$ cat src/shared/rkp_pkg.sv
// constants, register map and helper functions for the remote-control port block
//
// Summary of operation
// - direction bit 1 makes pin output, 0 input; A, B, D directions reset zero.
// - output pins drive stored data; reads of such bits return the stored value.
// - pull-up is forced off on any pin in output mode.
// - input pins read the pin level; pull-up follows its enable bit.
// - port A bit 3 is input only, read-only, with pull-up and edge wake.
// - in halt, an edge on a wake-enabled pin restarts clock, jumps to 04H.
// - wake enable bit 1 allows edge wake for that pin; resets to zero.
// - system reset combines power-on, low voltage, reset pin and watchdog overflow.
// - reset pin asserted during halt returns the device to normal mode.
// - low-voltage reset is on from power-up and off during halt.
// - halt stops the clock; only wake edges, the reset pin, power-on or watchdog overflow restart it.
// - wait 128 core cycles after oscillator start, at power-on and at wake.
// - clock option picks 250k/1M/2M/4M from RC, or crystal over 16/8/4/2.
// - crystal option 0 gives PB0/PB1 to the crystal; 1 keeps them I/O.
// - IR divider code 000 makes IR pin follow control bit 3.
// - IR codes 001-111 divide IR clock with the tabled periods and duties.
// - IR clock is fast RC over 8, or crystal directly in crystal mode.
// - IR pin is open drain, sink only, carrying the carrier.
// - port C control: bit0 data, bit1 direction, bit2 wake, bit3 pull-up.
// - halt key scan drives one low pulse per pin, PA2..PA0, PB, PD, PC0.
// - key scan runs from a 20 kHz clock with fixed 2.4 ms period.
// - key scan needs its option; wake-disabled pins are skipped and left alone.
package rkp_pkg;
    localparam int REF_HZ = 25_000_000;

    // main space addresses
    localparam logic [4:0] ADR_PA_DIR = 5'h02;
    localparam logic [4:0] ADR_PA_DAT = 5'h03;
    localparam logic [4:0] ADR_PC_CTL = 5'h04;
    localparam logic [4:0] ADR_PB_DIR = 5'h05;
    localparam logic [4:0] ADR_PB_DAT = 5'h06;
    localparam logic [4:0] ADR_PD_DIR = 5'h0c;
    localparam logic [4:0] ADR_PD_DAT = 5'h0d;
    localparam logic [4:0] ADR_IR_CTL = 5'h13;
    // extended space addresses
    localparam logic [3:0] XADR_PA_PU = 4'h0;
    localparam logic [3:0] XADR_PB_PU = 4'h2;
    localparam logic [3:0] XADR_PD_PU = 4'h4;
    localparam logic [3:0] XADR_PA_WK = 4'h6;
    localparam logic [3:0] XADR_PB_WK = 4'h7;
    localparam logic [3:0] XADR_PD_WK = 4'h8;

    localparam logic [3:0] REG_RST = 4'h0;
    // port C and IR control field positions
    localparam int PC_DAT_BIT = 0;
    localparam int PC_DIR_BIT = 1;
    localparam int PC_WK_BIT = 2;
    localparam int PC_PU_BIT = 3;
    localparam int IR_STATIC_BIT = 3;

    localparam logic [10:0] WAKE_VECTOR = 11'h004;
    localparam int STABLE_CORE_CYCLES = 128;

    // core clock rates
    localparam int CORE_RC_HZ [4] = '{250_000, 1_000_000, 2_000_000, 4_000_000};
    localparam int XTAL_HZ = 4_000_000;
    localparam int XTAL_DIV [4] = '{16, 8, 4, 2};
    localparam int CORE_CYC_RC [4] = '{REF_HZ / CORE_RC_HZ[0], REF_HZ / CORE_RC_HZ[1],
                                       REF_HZ / CORE_RC_HZ[2], REF_HZ / CORE_RC_HZ[3]};
    localparam int CORE_CYC_XT [4] = '{REF_HZ / (XTAL_HZ / XTAL_DIV[0]),
                                       REF_HZ / (XTAL_HZ / XTAL_DIV[1]),
                                       REF_HZ / (XTAL_HZ / XTAL_DIV[2]),
                                       REF_HZ / (XTAL_HZ / XTAL_DIV[3])};

    // IR carrier clock
    localparam int IR_RC_HZ = 32_000_000;
    localparam int IR_RC_DIV = 8;
    localparam int IR_CYC_RC = REF_HZ / (IR_RC_HZ / IR_RC_DIV);
    localparam int IR_CYC_XT = REF_HZ / XTAL_HZ;
    // carrier period and low count per code
    localparam logic [6:0] IR_PERIOD [8] = '{7'h01, 7'h69, 7'h69, 7'h46,
                                             7'h47, 7'h5f, 7'h64, 7'h6f};
    localparam logic [6:0] IR_LOW [8] = '{7'h00, 7'h34, 7'h23, 7'h23,
                                          7'h17, 7'h1f, 7'h21, 7'h25};

    // key scan timing
    localparam int KS_CLK_HZ = 20_000;
    localparam int KS_TICK_CYC = REF_HZ / KS_CLK_HZ;
    localparam int SCAN_PERIOD_US = 2400;
    localparam int SCAN_TICKS = SCAN_PERIOD_US * KS_CLK_HZ / 1_000_000;
    localparam int SCAN_SLOTS = 16;
    localparam int SLOT_TICKS = SCAN_TICKS / SCAN_SLOTS;
    localparam int SCAN_PINS = 12;

    typedef enum logic [1:0] {ST_RUN, ST_HALT, ST_STABLE} rkp_state_e;

    function automatic logic [7:0] core_div_cyc(input logic [1:0] sel, input logic xtal_n);
        core_div_cyc = xtal_n ? 8'(CORE_CYC_RC[sel]) : 8'(CORE_CYC_XT[sel]);
    endfunction

    // pins in scan order, PA2 at index 11, PC0 at 0
    function automatic logic [11:0] scan_vec(input logic [3:0] a, input logic [3:0] b,
                                             input logic [3:0] d, input logic c);
        scan_vec = {a[2], a[1], a[0], b[3], b[2], b[1], b[0], d[3], d[2], d[1], d[0], c};
    endfunction

    function automatic logic [3:0] rd_mix(input logic [3:0] dir, input logic [3:0] dat,
                                          input logic [3:0] pin);
        rd_mix = (dir & dat) | (~dir & pin);
    endfunction
endpackage

$ cat src/hw/rkp_ir_gen.sv
// IR carrier generator with selectable period and duty
`timescale 1ns/100ps
module rkp_ir_gen
    import rkp_pkg::*;
(
    input wire logic ref_clk_i,
    input wire logic rst_i,
    input wire logic tick_i,
    input wire logic [2:0] code_i,
    input wire logic static_i,
    output logic level_o
);
    logic [6:0] cnt_ff;
    logic level_ff;
    logic [6:0] period;
    logic [6:0] low;

    assign period = IR_PERIOD[code_i];
    assign low = IR_LOW[code_i];
    assign level_o = level_ff;

    // ****************************************
    // period counter
    // ****************************************
    always_ff @(posedge ref_clk_i) begin
        if (rst_i || code_i == 3'h0) begin
            cnt_ff <= 7'h00;
        end else if (tick_i) begin
            // a code change may leave cnt past the new period
            cnt_ff <= (cnt_ff >= period - 7'h01) ? 7'h00 : cnt_ff + 7'h01;
        end
    end

    // ****************************************
    // output level, low part first
    // ****************************************
    always_ff @(posedge ref_clk_i) begin
        if (rst_i) begin
            level_ff <= 1'b1;
        end else if (code_i == 3'h0) begin
            level_ff <= static_i;
        end else begin
            level_ff <= (cnt_ff < low) ? 1'b0 : 1'b1;
        end
    end
endmodule

$ cat src/hw/rkp_ports.sv
// remote-control I/O ports with halt wake-up, key scan and IR carrier output
`timescale 1ns/100ps
module rkp_ports
    import rkp_pkg::*;
#(
    parameter int STABLE_CYCLES = STABLE_CORE_CYCLES
) (
    input wire logic ref_clk_i,
    input wire logic rst_i,
    input wire logic [4:0] reg_addr_i,
    input wire logic reg_ext_i,
    input wire logic reg_wr_i,
    input wire logic reg_rd_i,
    input wire logic [3:0] reg_wdata_i,
    output logic [3:0] reg_rdata_o,
    output logic reg_rvalid_o,
    input wire logic [3:0] pa_in_i,
    output logic [3:0] pa_out_o,
    output logic [3:0] pa_oe_o,
    output logic [3:0] pa_pu_o,
    input wire logic [3:0] pb_in_i,
    output logic [3:0] pb_out_o,
    output logic [3:0] pb_oe_o,
    output logic [3:0] pb_pu_o,
    input wire logic [3:0] pd_in_i,
    output logic [3:0] pd_out_o,
    output logic [3:0] pd_oe_o,
    output logic [3:0] pd_pu_o,
    input wire logic pc_in_i,
    output logic pc_out_o,
    output logic pc_oe_o,
    output logic pc_pu_o,
    output logic ir_led_output_pin_o,
    output logic ir_led_output_pin_oe_o,
    input wire logic key_scan_option_i,
    input wire logic crystal_mode_option_n_i,
    input wire logic core_clock_select_hi_i,
    input wire logic core_clock_select_lo_i,
    input wire logic shared_reset_pin_option_i,
    input wire logic por_i,
    input wire logic lv_detect_i,
    input wire logic wdt_overflow_i,
    input wire logic halt_req_i,
    output logic sys_reset_o,
    output logic low_voltage_reset_en_o,
    output logic osc_run_o,
    output logic crystal_osc_en_o,
    output logic core_clk_en_o,
    output logic core_run_o,
    output logic pc_load_o,
    output logic [10:0] pc_load_addr_o
);
    // ****************************************
    // elaboration checks
    // ****************************************
    if (STABLE_CYCLES < 1 || STABLE_CYCLES > 255) begin : g_chk
        $error("STABLE_CYCLES must be 1..255");
    end

    localparam logic [7:0] STABLE_LAST = 8'(STABLE_CYCLES - 1);
    localparam logic [10:0] KS_LAST = 11'(KS_TICK_CYC - 1);
    localparam logic [1:0] SUB_LAST = 2'(SLOT_TICKS - 1);
    localparam logic [3:0] SLOT_LAST = 4'(SCAN_SLOTS - 1);
    localparam logic [3:0] SLOT_PINS = 4'(SCAN_PINS);
    localparam logic [2:0] IR_LAST_RC = 3'(IR_CYC_RC - 1);
    localparam logic [2:0] IR_LAST_XT = 3'(IR_CYC_XT - 1);

    logic blk_rst;
    logic sys_reset_ff;
    logic lv_en_ff;
    rkp_state_e state_ff;
    logic [7:0] stable_cnt_ff;
    logic [7:0] core_cnt_ff;
    logic core_tick_ff;
    logic [2:0] ir_cnt_ff;
    logic ir_tick_ff;
    logic ir_level;
    logic pc_load_ff;
    logic [3:0] pa_dir_ff, pb_dir_ff, pd_dir_ff;
    logic [2:0] pa_dat_ff;
    logic [3:0] pb_dat_ff, pd_dat_ff;
    logic [3:0] pc_ctl_ff;
    logic [3:0] ir_ctl_ff;
    logic [3:0] pa_pu_ff, pb_pu_ff, pd_pu_ff;
    logic [3:0] pa_wk_ff, pb_wk_ff, pd_wk_ff;
    logic [3:0] rdata_ff;
    logic rvalid_ff;
    logic [10:0] ks_cnt_ff;
    logic [1:0] sub_ff;
    logic [3:0] slot_ff;
    logic [11:0] drive_ff, drive_prev_ff;
    logic [12:0] prev_ff;
    logic ext_reset;
    logic scanning;
    logic ks_tick;
    logic wake;
    logic wr_main, wr_ext;
    logic xtal_mode;
    logic pa3_io;
    logic [11:0] dir_v, dat_v, pu_v, wk_v, xmask_v;
    logic [11:0] oe_v, out_v, pul_v, scan_v;
    logic [12:0] lvl_v, wke_v, edge_v;

    assign xtal_mode = ~crystal_mode_option_n_i;
    assign pa3_io = shared_reset_pin_option_i;

    // ****************************************
    // system reset and low-voltage gating
    // ****************************************
    assign ext_reset = ~pa3_io & ~pa_in_i[3];

    always_ff @(posedge ref_clk_i) begin
        if (rst_i) begin
            sys_reset_ff <= 1'b1;
        end else begin
            sys_reset_ff <= por_i | (lv_detect_i & lv_en_ff) | ext_reset | wdt_overflow_i;
        end
    end

    assign blk_rst = rst_i | sys_reset_ff;

    always_ff @(posedge ref_clk_i) begin
        if (blk_rst) begin
            lv_en_ff <= 1'b1;
        end else begin
            lv_en_ff <= (state_ff != ST_HALT);
        end
    end

    // ****************************************
    // halt, wake and start-up sequencing
    // ****************************************
    always_ff @(posedge ref_clk_i) begin
        if (blk_rst) begin
            // reset, also from halt, restarts through the stable delay
            state_ff <= ST_STABLE;
        end else begin
            unique case (state_ff)
                ST_RUN: begin
                    if (halt_req_i) begin
                        state_ff <= ST_HALT;
                    end
                end
                ST_HALT: begin
                    if (wake) begin
                        state_ff <= ST_STABLE;
                    end
                end
                ST_STABLE: begin
                    if (core_tick_ff && stable_cnt_ff == STABLE_LAST) begin
                        state_ff <= ST_RUN;
                    end
                end
            endcase
        end
    end

    always_ff @(posedge ref_clk_i) begin
        if (blk_rst || state_ff != ST_STABLE) begin
            stable_cnt_ff <= 8'h00;
        end else if (core_tick_ff) begin
            stable_cnt_ff <= stable_cnt_ff + 8'h01;
        end
    end

    always_ff @(posedge ref_clk_i) begin
        if (blk_rst) begin
            pc_load_ff <= 1'b0;
        end else begin
            pc_load_ff <= wake;
        end
    end

    // ****************************************
    // core and IR clock enables
    // ****************************************
    always_ff @(posedge ref_clk_i) begin
        if (blk_rst || state_ff == ST_HALT) begin
            core_cnt_ff <= 8'h00;
            core_tick_ff <= 1'b0;
        end else if (core_cnt_ff == 8'h00) begin
            core_cnt_ff <= core_div_cyc({core_clock_select_hi_i, core_clock_select_lo_i},
                                        crystal_mode_option_n_i) - 8'h01;
            core_tick_ff <= 1'b1;
        end else begin
            core_cnt_ff <= core_cnt_ff - 8'h01;
            core_tick_ff <= 1'b0;
        end
    end

    always_ff @(posedge ref_clk_i) begin
        if (blk_rst || state_ff == ST_HALT) begin
            ir_cnt_ff <= 3'h0;
            ir_tick_ff <= 1'b0;
        end else if (ir_cnt_ff == 3'h0) begin
            ir_cnt_ff <= xtal_mode ? IR_LAST_XT : IR_LAST_RC;
            ir_tick_ff <= 1'b1;
        end else begin
            ir_cnt_ff <= ir_cnt_ff - 3'h1;
            ir_tick_ff <= 1'b0;
        end
    end

    rkp_ir_gen u_ir (
        .ref_clk_i(ref_clk_i),
        .rst_i(blk_rst),
        .tick_i(ir_tick_ff),
        .code_i(ir_ctl_ff[2:0]),
        .static_i(ir_ctl_ff[IR_STATIC_BIT]),
        .level_o(ir_level)
    );

    // ****************************************
    // register writes
    // ****************************************
    assign wr_main = reg_wr_i & ~reg_ext_i;
    assign wr_ext = reg_wr_i & reg_ext_i & ~reg_addr_i[4];

    always_ff @(posedge ref_clk_i) begin
        if (blk_rst) begin
            pa_dir_ff <= REG_RST;
            pb_dir_ff <= REG_RST;
            pd_dir_ff <= REG_RST;
            pa_dat_ff <= 3'h0;
            pb_dat_ff <= REG_RST;
            pd_dat_ff <= REG_RST;
            pc_ctl_ff <= REG_RST;
            ir_ctl_ff <= REG_RST;
        end else if (wr_main) begin
            unique case (reg_addr_i)
                ADR_PA_DIR: pa_dir_ff <= reg_wdata_i;
                ADR_PA_DAT: pa_dat_ff <= reg_wdata_i[2:0];
                ADR_PC_CTL: pc_ctl_ff <= reg_wdata_i;
                ADR_PB_DIR: pb_dir_ff <= reg_wdata_i;
                ADR_PB_DAT: pb_dat_ff <= reg_wdata_i;
                ADR_PD_DIR: pd_dir_ff <= reg_wdata_i;
                ADR_PD_DAT: pd_dat_ff <= reg_wdata_i;
                ADR_IR_CTL: ir_ctl_ff <= reg_wdata_i;
                default: ;
            endcase
        end
    end

    always_ff @(posedge ref_clk_i) begin
        if (blk_rst) begin
            pa_pu_ff <= REG_RST;
            pb_pu_ff <= REG_RST;
            pd_pu_ff <= REG_RST;
            pa_wk_ff <= REG_RST;
            pb_wk_ff <= REG_RST;
            pd_wk_ff <= REG_RST;
        end else if (wr_ext) begin
            unique case (reg_addr_i[3:0])
                XADR_PA_PU: pa_pu_ff <= reg_wdata_i;
                XADR_PB_PU: pb_pu_ff <= reg_wdata_i;
                XADR_PD_PU: pd_pu_ff <= reg_wdata_i;
                XADR_PA_WK: pa_wk_ff <= reg_wdata_i;
                XADR_PB_WK: pb_wk_ff <= reg_wdata_i;
                XADR_PD_WK: pd_wk_ff <= reg_wdata_i;
                default: ;
            endcase
        end
    end

    // ****************************************
    // register reads, one cycle late
    // ****************************************
    always_ff @(posedge ref_clk_i) begin
        if (blk_rst) begin
            rdata_ff <= 4'h0;
            rvalid_ff <= 1'b0;
        end else begin
            rvalid_ff <= reg_rd_i;
            rdata_ff <= 4'h0;
            // extended space is write only and reads as zero
            if (reg_rd_i && !reg_ext_i) begin
                unique case (reg_addr_i)
                    ADR_PA_DIR: rdata_ff <= pa_dir_ff;
                    ADR_PA_DAT: rdata_ff <= rd_mix({1'b0, pa_dir_ff[2:0]},
                                                   {1'b0, pa_dat_ff}, pa_in_i);
                    ADR_PC_CTL: rdata_ff <= {pc_ctl_ff[3:1], pc_ctl_ff[PC_DIR_BIT] ?
                                            pc_ctl_ff[PC_DAT_BIT] : pc_in_i};
                    ADR_PB_DIR: rdata_ff <= pb_dir_ff;
                    ADR_PB_DAT: rdata_ff <= rd_mix(pb_dir_ff, pb_dat_ff, pb_in_i);
                    ADR_PD_DIR: rdata_ff <= pd_dir_ff;
                    ADR_PD_DAT: rdata_ff <= rd_mix(pd_dir_ff, pd_dat_ff, pd_in_i);
                    ADR_IR_CTL: rdata_ff <= ir_ctl_ff;
                    default: rdata_ff <= 4'h0;
                endcase
            end
        end
    end

    // ****************************************
    // pin configuration in scan order
    // ****************************************
    // crystal pins PB1/PB0 sit at scan indices 6 and 5
    assign xmask_v = xtal_mode ? 12'h060 : 12'h000;
    assign dir_v = scan_vec(pa_dir_ff, pb_dir_ff, pd_dir_ff, pc_ctl_ff[PC_DIR_BIT]) & ~xmask_v;
    assign dat_v = scan_vec({1'b0, pa_dat_ff}, pb_dat_ff, pd_dat_ff, pc_ctl_ff[PC_DAT_BIT]);
    assign pu_v = scan_vec(pa_pu_ff, pb_pu_ff, pd_pu_ff, pc_ctl_ff[PC_PU_BIT]) & ~xmask_v;
    assign wk_v = scan_vec(pa_wk_ff, pb_wk_ff, pd_wk_ff, pc_ctl_ff[PC_WK_BIT]) & ~xmask_v;
    assign scan_v = scanning ? wk_v : 12'h000;

    always_comb begin
        oe_v = dir_v;
        out_v = dat_v;
        pul_v = pu_v & ~dir_v;
        // scanned pins are inputs with pull-up except the one being pulsed
        oe_v = (oe_v & ~scan_v) | (scan_v & drive_ff);
        out_v = out_v & ~(scan_v & drive_ff);
        pul_v = (pul_v & ~scan_v) | (scan_v & ~drive_ff);
    end

    assign {pa_oe_o[2:0], pb_oe_o, pd_oe_o, pc_oe_o} = oe_v;
    assign {pa_out_o[2:0], pb_out_o, pd_out_o, pc_out_o} = out_v;
    assign {pa_pu_o[2:0], pb_pu_o, pd_pu_o, pc_pu_o} = pul_v;
    assign pa_oe_o[3] = 1'b0;
    assign pa_out_o[3] = 1'b0;
    assign pa_pu_o[3] = pa_pu_ff[3] & pa3_io;

    // ****************************************
    // halt key scan
    // ****************************************
    assign scanning = (state_ff == ST_HALT) & key_scan_option_i;
    assign ks_tick = (ks_cnt_ff == KS_LAST);

    always_ff @(posedge ref_clk_i) begin
        if (blk_rst || !scanning) begin
            ks_cnt_ff <= 11'h000;
            sub_ff <= 2'h0;
            slot_ff <= 4'h0;
        end else begin
            ks_cnt_ff <= ks_tick ? 11'h000 : ks_cnt_ff + 11'h001;
            if (ks_tick) begin
                sub_ff <= (sub_ff == SUB_LAST) ? 2'h0 : sub_ff + 2'h1;
                if (sub_ff == SUB_LAST) begin
                    // fixed slot count keeps the period constant
                    slot_ff <= (slot_ff == SLOT_LAST) ? 4'h0 : slot_ff + 4'h1;
                end
            end
        end
    end

    always_ff @(posedge ref_clk_i) begin
        if (blk_rst || !scanning) begin
            drive_ff <= 12'h000;
            drive_prev_ff <= 12'h000;
        end else begin
            drive_prev_ff <= drive_ff;
            if (slot_ff < SLOT_PINS && sub_ff == 2'h1) begin
                drive_ff <= (12'h800 >> slot_ff) & wk_v;
            end else begin
                drive_ff <= 12'h000;
            end
        end
    end

    // ****************************************
    // edge wake detection
    // ****************************************
    assign lvl_v = {pa_in_i[3], scan_vec(pa_in_i, pb_in_i, pd_in_i, pc_in_i)};
    assign wke_v = {pa_wk_ff[3] & pa3_io, wk_v};
    // a pin's own pulse is not a key press
    assign edge_v = (lvl_v ^ prev_ff) & wke_v & ~{1'b0, drive_ff | drive_prev_ff};
    assign wake = (state_ff == ST_HALT) & (|edge_v);

    always_ff @(posedge ref_clk_i) begin
        if (blk_rst) begin
            prev_ff <= 13'h0000;
        end else begin
            prev_ff <= lvl_v;
        end
    end

    // ****************************************
    // outputs
    // ****************************************
    assign reg_rdata_o = rdata_ff;
    assign reg_rvalid_o = rvalid_ff;
    assign ir_led_output_pin_o = 1'b0;
    assign ir_led_output_pin_oe_o = ~ir_level;
    assign sys_reset_o = sys_reset_ff;
    assign low_voltage_reset_en_o = lv_en_ff;
    assign osc_run_o = (state_ff != ST_HALT);
    assign crystal_osc_en_o = xtal_mode;
    assign core_clk_en_o = core_tick_ff;
    assign core_run_o = (state_ff == ST_RUN);
    assign pc_load_o = pc_load_ff;
    assign pc_load_addr_o = WAKE_VECTOR;
endmodule

$ cat config.mk
export PLATFORM = sky130hd
export DESIGN_NAME = rkp_ports
export DESIGN_NICKNAME = d
export VERILOG_FILES = /design/src/shared/rkp_pkg.sv /design/src/hw/rkp_ir_gen.sv /design/src/hw/rkp_ports.sv
export SDC_FILE = /design/constraint.sdc
export NUM_CORES = 1
export LEC_CHECK = 0
export BUFFER_PORTS_ARGS = -buffer_cell sky130_fd_sc_hd__buf_2
export CAP_MARGIN = 40
export CORE_MARGIN = 3
export CORE_UTILIZATION = 62
export CTS_CLUSTER_SIZE = 16
export DETAILED_ROUTE_END_ITERATION = 8
export PLACE_DENSITY = 0.91
export SLEW_MARGIN = 20
export SYNTH_ARGS = -nofsm -noshare
export SYNTH_HDL_FRONTEND = slang
export SYNTH_SLANG_ARGS = --single-unit
$ cat constraint.sdc
create_clock -name ref_clk_i -period 5.2 [get_ports ref_clk_i]
set_input_delay 0.26 -clock ref_clk_i [delete_from_list [all_inputs] [get_ports ref_clk_i]]
set_output_delay 0.26 -clock ref_clk_i [all_outputs]
set_load 0.05 [all_outputs]
# [Yosys cells after proc, flatten, opt, wreduce, memory -nomap -nowiden]
# Memories as Yosys holds them, arrays and structs flattened.
# Cells that the tools add are included.
# W data, S select, Z words.
[word_totals] ram_bits=0 mem_bits_ro=112 mem_count=2 elab_cells=196 input_bits=36 output_inout_bits=64 latchBits=0 regBits=148
[classes] addsub=9 n_reduce_logical=35 n_lt_le_gt_ge=5 n_shift=1 mul=0 div_mod_pow=0 mux=28 n_eq_ne=25 n_bitwise=57
[mem_list] memory="(no name shown)" depth=8 width=7 rd=1 rd_ports_with_merged_regs=0 wr=0 line_no="rkp_ir_gen.sv:19" rtl="assign low = IR_LOW[code_i];"
[mem_list] memory="(no name shown)" depth=8 width=7 rd=1 rd_ports_with_merged_regs=0 wr=0 line_no="rkp_ir_gen.sv:18" rtl="assign period = IR_PERIOD[code_i];"
[op_table] operator="$bmux W32 S2" count=2
[op_table] operator="$and A12 B12 Y12" count=10
[op_table] operator="$mux W8" count=6
[op_table] operator="$not A12 Y12" count=4
[op_table] operator="$mux W7" count=6
[op_table] operator="$or A12 B12 Y12" count=3
[op_table] operator="$pmux W4 S8" count=1
[op_table] operator="$reduce_and A2 Y1" count=15
[op_table] operator="$and A13 B13 Y13" count=2
[op_table] operator="$and A4 B4 Y4" count=5
[op_table] operator="$sub A8 B1 Y8 const B" count=2
[op_table] operator="$eq A5 B3 Y1 const B" count=3
[op_table] operator="$not A12 Y13" count=1
[op_table] operator="$reduce_or A13 Y1" count=1
[op_table] operator="$xor A13 B13 Y13" count=1
[op_table] operator="$eq A4 B3 Y1 const B" count=3
[op_table] operator="$mux W12" count=1
[op_table] operator="$not A7 Y12" count=1
[op_table] operator="$shr A12 B4 Y12 const A" count=1
[op_table] operator="$add A11 B1 Y11 const B" count=1
[op_table] operator="$eq A11 B11 Y1 const B" count=1
[op_table] operator="$eq A5 B2 Y1 const B" count=2
[op_table] operator="$eq A5 B4 Y1 const B" count=2
[op_table] operator="$and A1 B1 Y1" count=9
[op_table] operator="41 further kinds" count=77

# [Depth between registers and ports, before layout]
[logic_depth] ltp_word=9 mapped_depth=11 ltp_nobuf=11

# [Modules after synthesis]
# From an unflattened synthesis, not the netlist that was laid out.
[hier_totals] hier_cells=859 hier_area_um2=7367.1
[modules_own_cells] mod="rkp_ports" n_inst=1 area_each_um2=6576.3 cells_per_inst=763 seq_area_each_um2=2802.7
[modules_own_cells] mod="rkp_ir_gen" n_inst=1 area_each_um2=790.8 cells_per_inst=96 seq_area_each_um2=160.2

# [Worst setup path after synthesis]
# OpenSTA, ideal clock, no wires.
[synth_path] path_type="reg-to-output" start="register state_ff[1]" end="output pa_pu_o[1]" stages_incl_launch_ff=10 path_slack_ns=2.585 t_arrival_ns=2.355 required_time_ns=4.940 path_cell_list="dfxtp_1 > inv_1 > ha_1 > and2_1 > clkbuf_1 > buf_2 > clkbuf_1 > nand3_1 > nand2_1 > nor2_1"
[synth_via] elab_chain_len=6
[synth_rtl] item="start: declaration" line_no="rkp_ports.sv:71" rtl="rkp_state_e state_ff;"
[synth_rtl] item="start signal: assignment" line_no="rkp_ports.sv:136" rtl="state_ff <= ST_STABLE;"
[synth_rtl] item="start signal: assignment" line_no="rkp_ports.sv:141" rtl="state_ff <= ST_HALT;"
[synth_rtl] item="start signal: assignment" line_no="rkp_ports.sv:146" rtl="state_ff <= ST_STABLE;"
[synth_rtl] item="$eq A2 B1 Y1 (*)" line_no="rkp_ports.sv:325" rtl="assign scanning = (state_ff == ST_HALT) & key_scan_option_i;"
[synth_rtl] item="$and A1 B1 Y1 (*)" line_no="rkp_ports.sv:325"
[synth_rtl] item="$mux W12 (*)" line_no="rkp_ports.sv:303" rtl="assign scan_v = scanning ? wk_v : 12'h000;"
[synth_rtl] item="$not A12 Y12" line_no="rkp_ports.sv:312" rtl="pul_v = (pul_v & ~scan_v) | (scan_v & ~drive_ff);"
[synth_rtl] item="$and A12 B12 Y12" line_no="rkp_ports.sv:312"
[synth_rtl] item="$or A12 B12 Y12 (*)" line_no="rkp_ports.sv:312"
[synth_rtl] item="end: declaration" line_no="rkp_ports.sv:20" rtl="output logic [3:0] pa_pu_o,"
# Every way passes the cells marked *; elsewhere a longest branch is shown, timed or not.

# [Worst setup path in the final report]
[layout_path] start="register state_ff[1]" end="output pd_pu_o[0]"
[layout_via] elab_chain_len=6
[layout_rtl] item="$eq A2 B1 Y1 (*)" line_no="rkp_ports.sv:325"
[layout_rtl] item="$and A1 B1 Y1 (*)" line_no="rkp_ports.sv:325"
[layout_rtl] item="$mux W12 (*)" line_no="rkp_ports.sv:303"
[layout_rtl] item="$not A12 Y12" line_no="rkp_ports.sv:312"
[layout_rtl] item="$and A12 B12 Y12" line_no="rkp_ports.sv:312"
[layout_rtl] item="$or A12 B12 Y12 (*)" line_no="rkp_ports.sv:312"
[layout_rtl] item="end: declaration" line_no="rkp_ports.sv:28" rtl="output logic [3:0] pd_pu_o,"
# Marks and branches as above.

==> results.py <==
metrics = {
    "routing": {
        "wl_per_cell_um": 17.8,
        "vias": 6300,
        "route.detailed.drc": 0,
        "drtAntennaViolNets": 0,
        "wl_um": 18700,
        "first_iter_violations": 605,
        "via_per_inst": 5.98,
        "firstDrtPassIters": 5,
    },
    "setup_path": {
        "max_stage_delay_ns": 0.41,
        "cp.arrival_ns": 2.43,
        "path_max_fanout": 50,
        "startpoint_type": "register",
        "critPathKind": "reg2out",
        "r2r_end": "u_ir.cnt_ff[5]",
        "path_cells": "inv_1 > ha_1 > and2_1 > buf_4 > nand2_1 > mux2_2 > nor2_1 > buf_2",
        "path_buf_inv": 3,
        "critPathTopFamily": "buffers and inverters",
        "r2r_slack_ns": 2.53,
        "reg2regPathDepth": 10,
        "worstReg2RegStart": "ir_ctl_ff[1]",
        "cp.required_ns": 4.94,
        "slowest_stage": "buf_4",
        "worstSetupEndpointType": "primary output",
    },
    "worst_hold_path": {
        "worstHoldStart": "por_i",
        "worstHoldPathType": "in2reg",
        "holdPathStages": 3,
        "holdPathEnd": "sys_reset_o",
    },
    "global_route": {
        "grt_usage_pct": 29.0,
        "grt_max_degree": 60,
        "grt_pass1_vias": 5985,
        "grt_pass1_wl_um": 29700,
        "overflow": 0,
        "antenna_found_initial": 0,
    },
    "place": {
        "pre_cts_slack_ns": 2.64,
        "placed_cell_area_sq_um": 7720,
        "dp_hpwl_um": 12900,
        "io_buffers": 85,
        "gp_congestion": 0.942,
    },
    "clock_tree": {
        "clk_pin_slew_worst_paths_ns": 0.06,
        "cts_max_level": 4,
        "cts_setup_buffers": 0,
        "tritoncts": "yes",
        "cts_resized": 0,
        "clock_tree.buffer_depth": 2,
        "cts_made_buffers": 17,
        "holdBufCountCts": 0,
        "cts_sinks": 148,
        "root_buffer": "clkbuf_16",
        "clock_latency_ns": 0.43,
    },
    "sta": {
        "clock-skew-final_ns": 0.00735,
        "fin_crit_ns": 2.69,
        "setup_ws_ns": 2.51,
        "slew_violations": 0,
        "setup_viol": 0,
        "fmax_mhz": 372,
        "relSlewSlack_pct": 41.3,
        "worst_pin_slew_ns": 0.879,
        "post-route-period-util_pct": 51.7,
        "fin_tns_setup_ns": 0,
        "hold_ws_ns": 0.0452,
        "grt_setup_unrepaired": "false",
        "final-hold-violation-count": 0,
    },
    "pwr": {
        "ir_drop_mv": 0.252,
        "comb_power_share_pct": 5.3,
        "intPower_mw": 2.00,
        "power_per_cell_area_nw_per_um2": 306,
        "clockPowerShare_pct": 50.1,
        "p_sw_share_pct": 21.6,
        "seqPwrFrac_pct": 44.6,
        "netSwitchingPower_mw": 0.552,
        "leakage_nw": 3.50,
    },
    "synthesis": {
        "synth_xor_area_share_pct": 4.93,
        "muxShareOfSynthArea_pct": 9.44,
        "seq_area_frac_synth_pct": 40.6,
        "yosys.area.top_type": "dfxtp_1",
        "synthAdderAreaFrac_pct": 6.52,
        "synth_edf_count": 0,
        "ys_seq_elements": 148,
        "synth-simple-area-share_pct": 24.7,
        "syn_inst": 828,
        "syn_avg_cell_area_sq_um": 8.80,
        "synthArstFlopShare_pct": 0,
        "synth_ff_type": "dfxtp_1",
        "synth_top_family_by_area": "simple AND/OR/NAND/NOR gates",
        "synth_top_area_share_pct": 40.6,
        "netlist-cell-type-count": 68,
        "synth_warnings": 0,
        "synth.most_common_cell": "dfxtp_1",
        "synth.area.top_cells": "dfxtp_1 41%, mux2i_1 7.7%, ha_1 6.5%, nor2_1 6.2%, nand2_1 3.9%",
        "synth_compound_area_share_pct": 8.62,
        "synth_area_sq_um": 7290,
        "yosys-top-cells-count": "148 x dfxtp_1, 121 x nor2_1, 76 x nand2_1",
    },
    "finish": {
        "final_util_pct": 74.6,
        "multi_input_area_sq_um": 4010,
        "area_growth_pct": 14.4,
        "nFillCells": 753,
        "drive_gt1_share_pct": 15.9,
        "final_area_sq_um": 8340,
        "register_area_sq_um": 2960,
        "antenna_cells": 0,
        "final_nets": 975,
    },
    "floorplan": {
        "io_pins": 100,
        "die-area_sq_um": 13100,
        "std_cell_rows": 38,
        "core_region_area_sq_um": 11200,
        "die_w_um": 114,
        "die_y_um": 114,
        "initial_core_util_pct": 65.2,
    },
    "job": {
        "drv_cap": 0,
    },
    "run_status": {
        "outcome": "completed",
    },
}
==> registers in the layout, indices dropped and copies added, names as in the netlist, 7 cells and up <==
register	cells
core_cnt_ff	8
drive_ff	12
drive_prev_ff	12
ks_cnt_ff	11
prev_ff	13
stable_cnt_ff	8
u_ir.cnt_ff	7
==> per-stage QoR <==
step	std cells	power [mW]
after global routing	1053	2.60
after floorplan	840	1.26
after CTS	1053	2.55
after detailed placement	1022	1.29
after global placement	1022	1.29
final	1053	2.55
==> cells in the final DEF, fill, tap and decap left out, types with 3 or more instances in the layout <==
cell         n
nor3_1       8
a21o_1       5
mux2i_1     56
nand4_1     10
a31oi_1     10
buf_4        5
o211ai_1     3
o21ai_0     10
nand2_1     76
a22oi_1      3
a21oi_1     42
clkinv_2     4
nor4b_1      9
nor2b_1      9
o21a_1       4
nor2_1     120
clkbuf_16   17
conb_1      14
bufinv_16    4
and4_1       3
nand2b_1     4
nand3_1     29
a41oi_1      4
ha_1        38
dfxtp_1    148
xor2_1      17
nor4_1       4
mux2_2      10
inv_1       30
nor3_2       4
xnor2_1     24
buf_2       85
nand3b_1     3
and3_1      28
and2_1      27
==> metal layers <==
metal  GRT usage (%)  wire length [um]
met5               0                 0
met4            14.1               666
met3            7.72              1650
met2            47.8              8930
met1            35.0              7490
==> kinds of logic (layout without fill, tap and decap cells) <==
group / Yosys count / after routing
other: 2 / 14
AND/OR/NAND/NOR: 355 / 355
adder cells (fa/ha/maj): 38 / 38
flip-flops: 148 / 148
buffers and inverters: 78 / 151
XOR/XNOR: 41 / 41
AO/OA/AOI/OAI: 99 / 99
multiplexers: 67 / 67
==> power by group through the flow <==
stage	sequential, mW	clock [mW]	combinational, mW
after global routing	1.14	1.32	0.143
after global placement	1.16	0	0.129
after CTS	1.14	1.28	0.133
after floorplan	1.16	0	0.0986
after detailed placement	1.16	0	0.132
final	1.14	1.28	0.135
==> worst register-to-register path, stage by stage (launching register included) <==
cell and delay (ns):
dfxtp_1 0.48, inv_1 0.18, ha_1 0.35, nand3b_1 0.21
xor2_1 0.17, nor2_1 0.06, ha_1 0.31, nor2b_1 0.14
o21ai_0 0.15, o2111ai_1 0.33, nor2_1 0.22
==> worst max-delay path by stage <==
stage	from	endpoint	slack (ns)	cells past startpoint
floorplan	state_ff[1]	pa_pu_o[1]	2.59	9
global placement	ir_ctl_ff[1]	u_ir.cnt_ff[0]	2.74	10
detailed placement	ir_ctl_ff[1]	u_ir.cnt_ff[4]	2.64	9
CTS	state_ff[1]	pd_pu_o[0]	2.54	8
global route	ir_ctl_ff[2]	u_ir.cnt_ff[5]	2.34	11
finish	state_ff[1]	pd_pu_o[0]	2.51	8
==> layout make-up <==
| class | count | share of cell area (%) |
|---|---|---|
| Multi-Input combinational cell | 614 | 48.1 |
| Tap cell | 140 | 2.10 |
| Clock buffer | 21 | 5.52 |
| Timing Repair Buffer | 90 | 5.55 |
| Sequential cell | 148 | 35.5 |
| Clock inverter | 10 | 1.86 |
| Inverter | 30 | 1.35 |
Note: power is estimated with default switching activity, not from simulation.
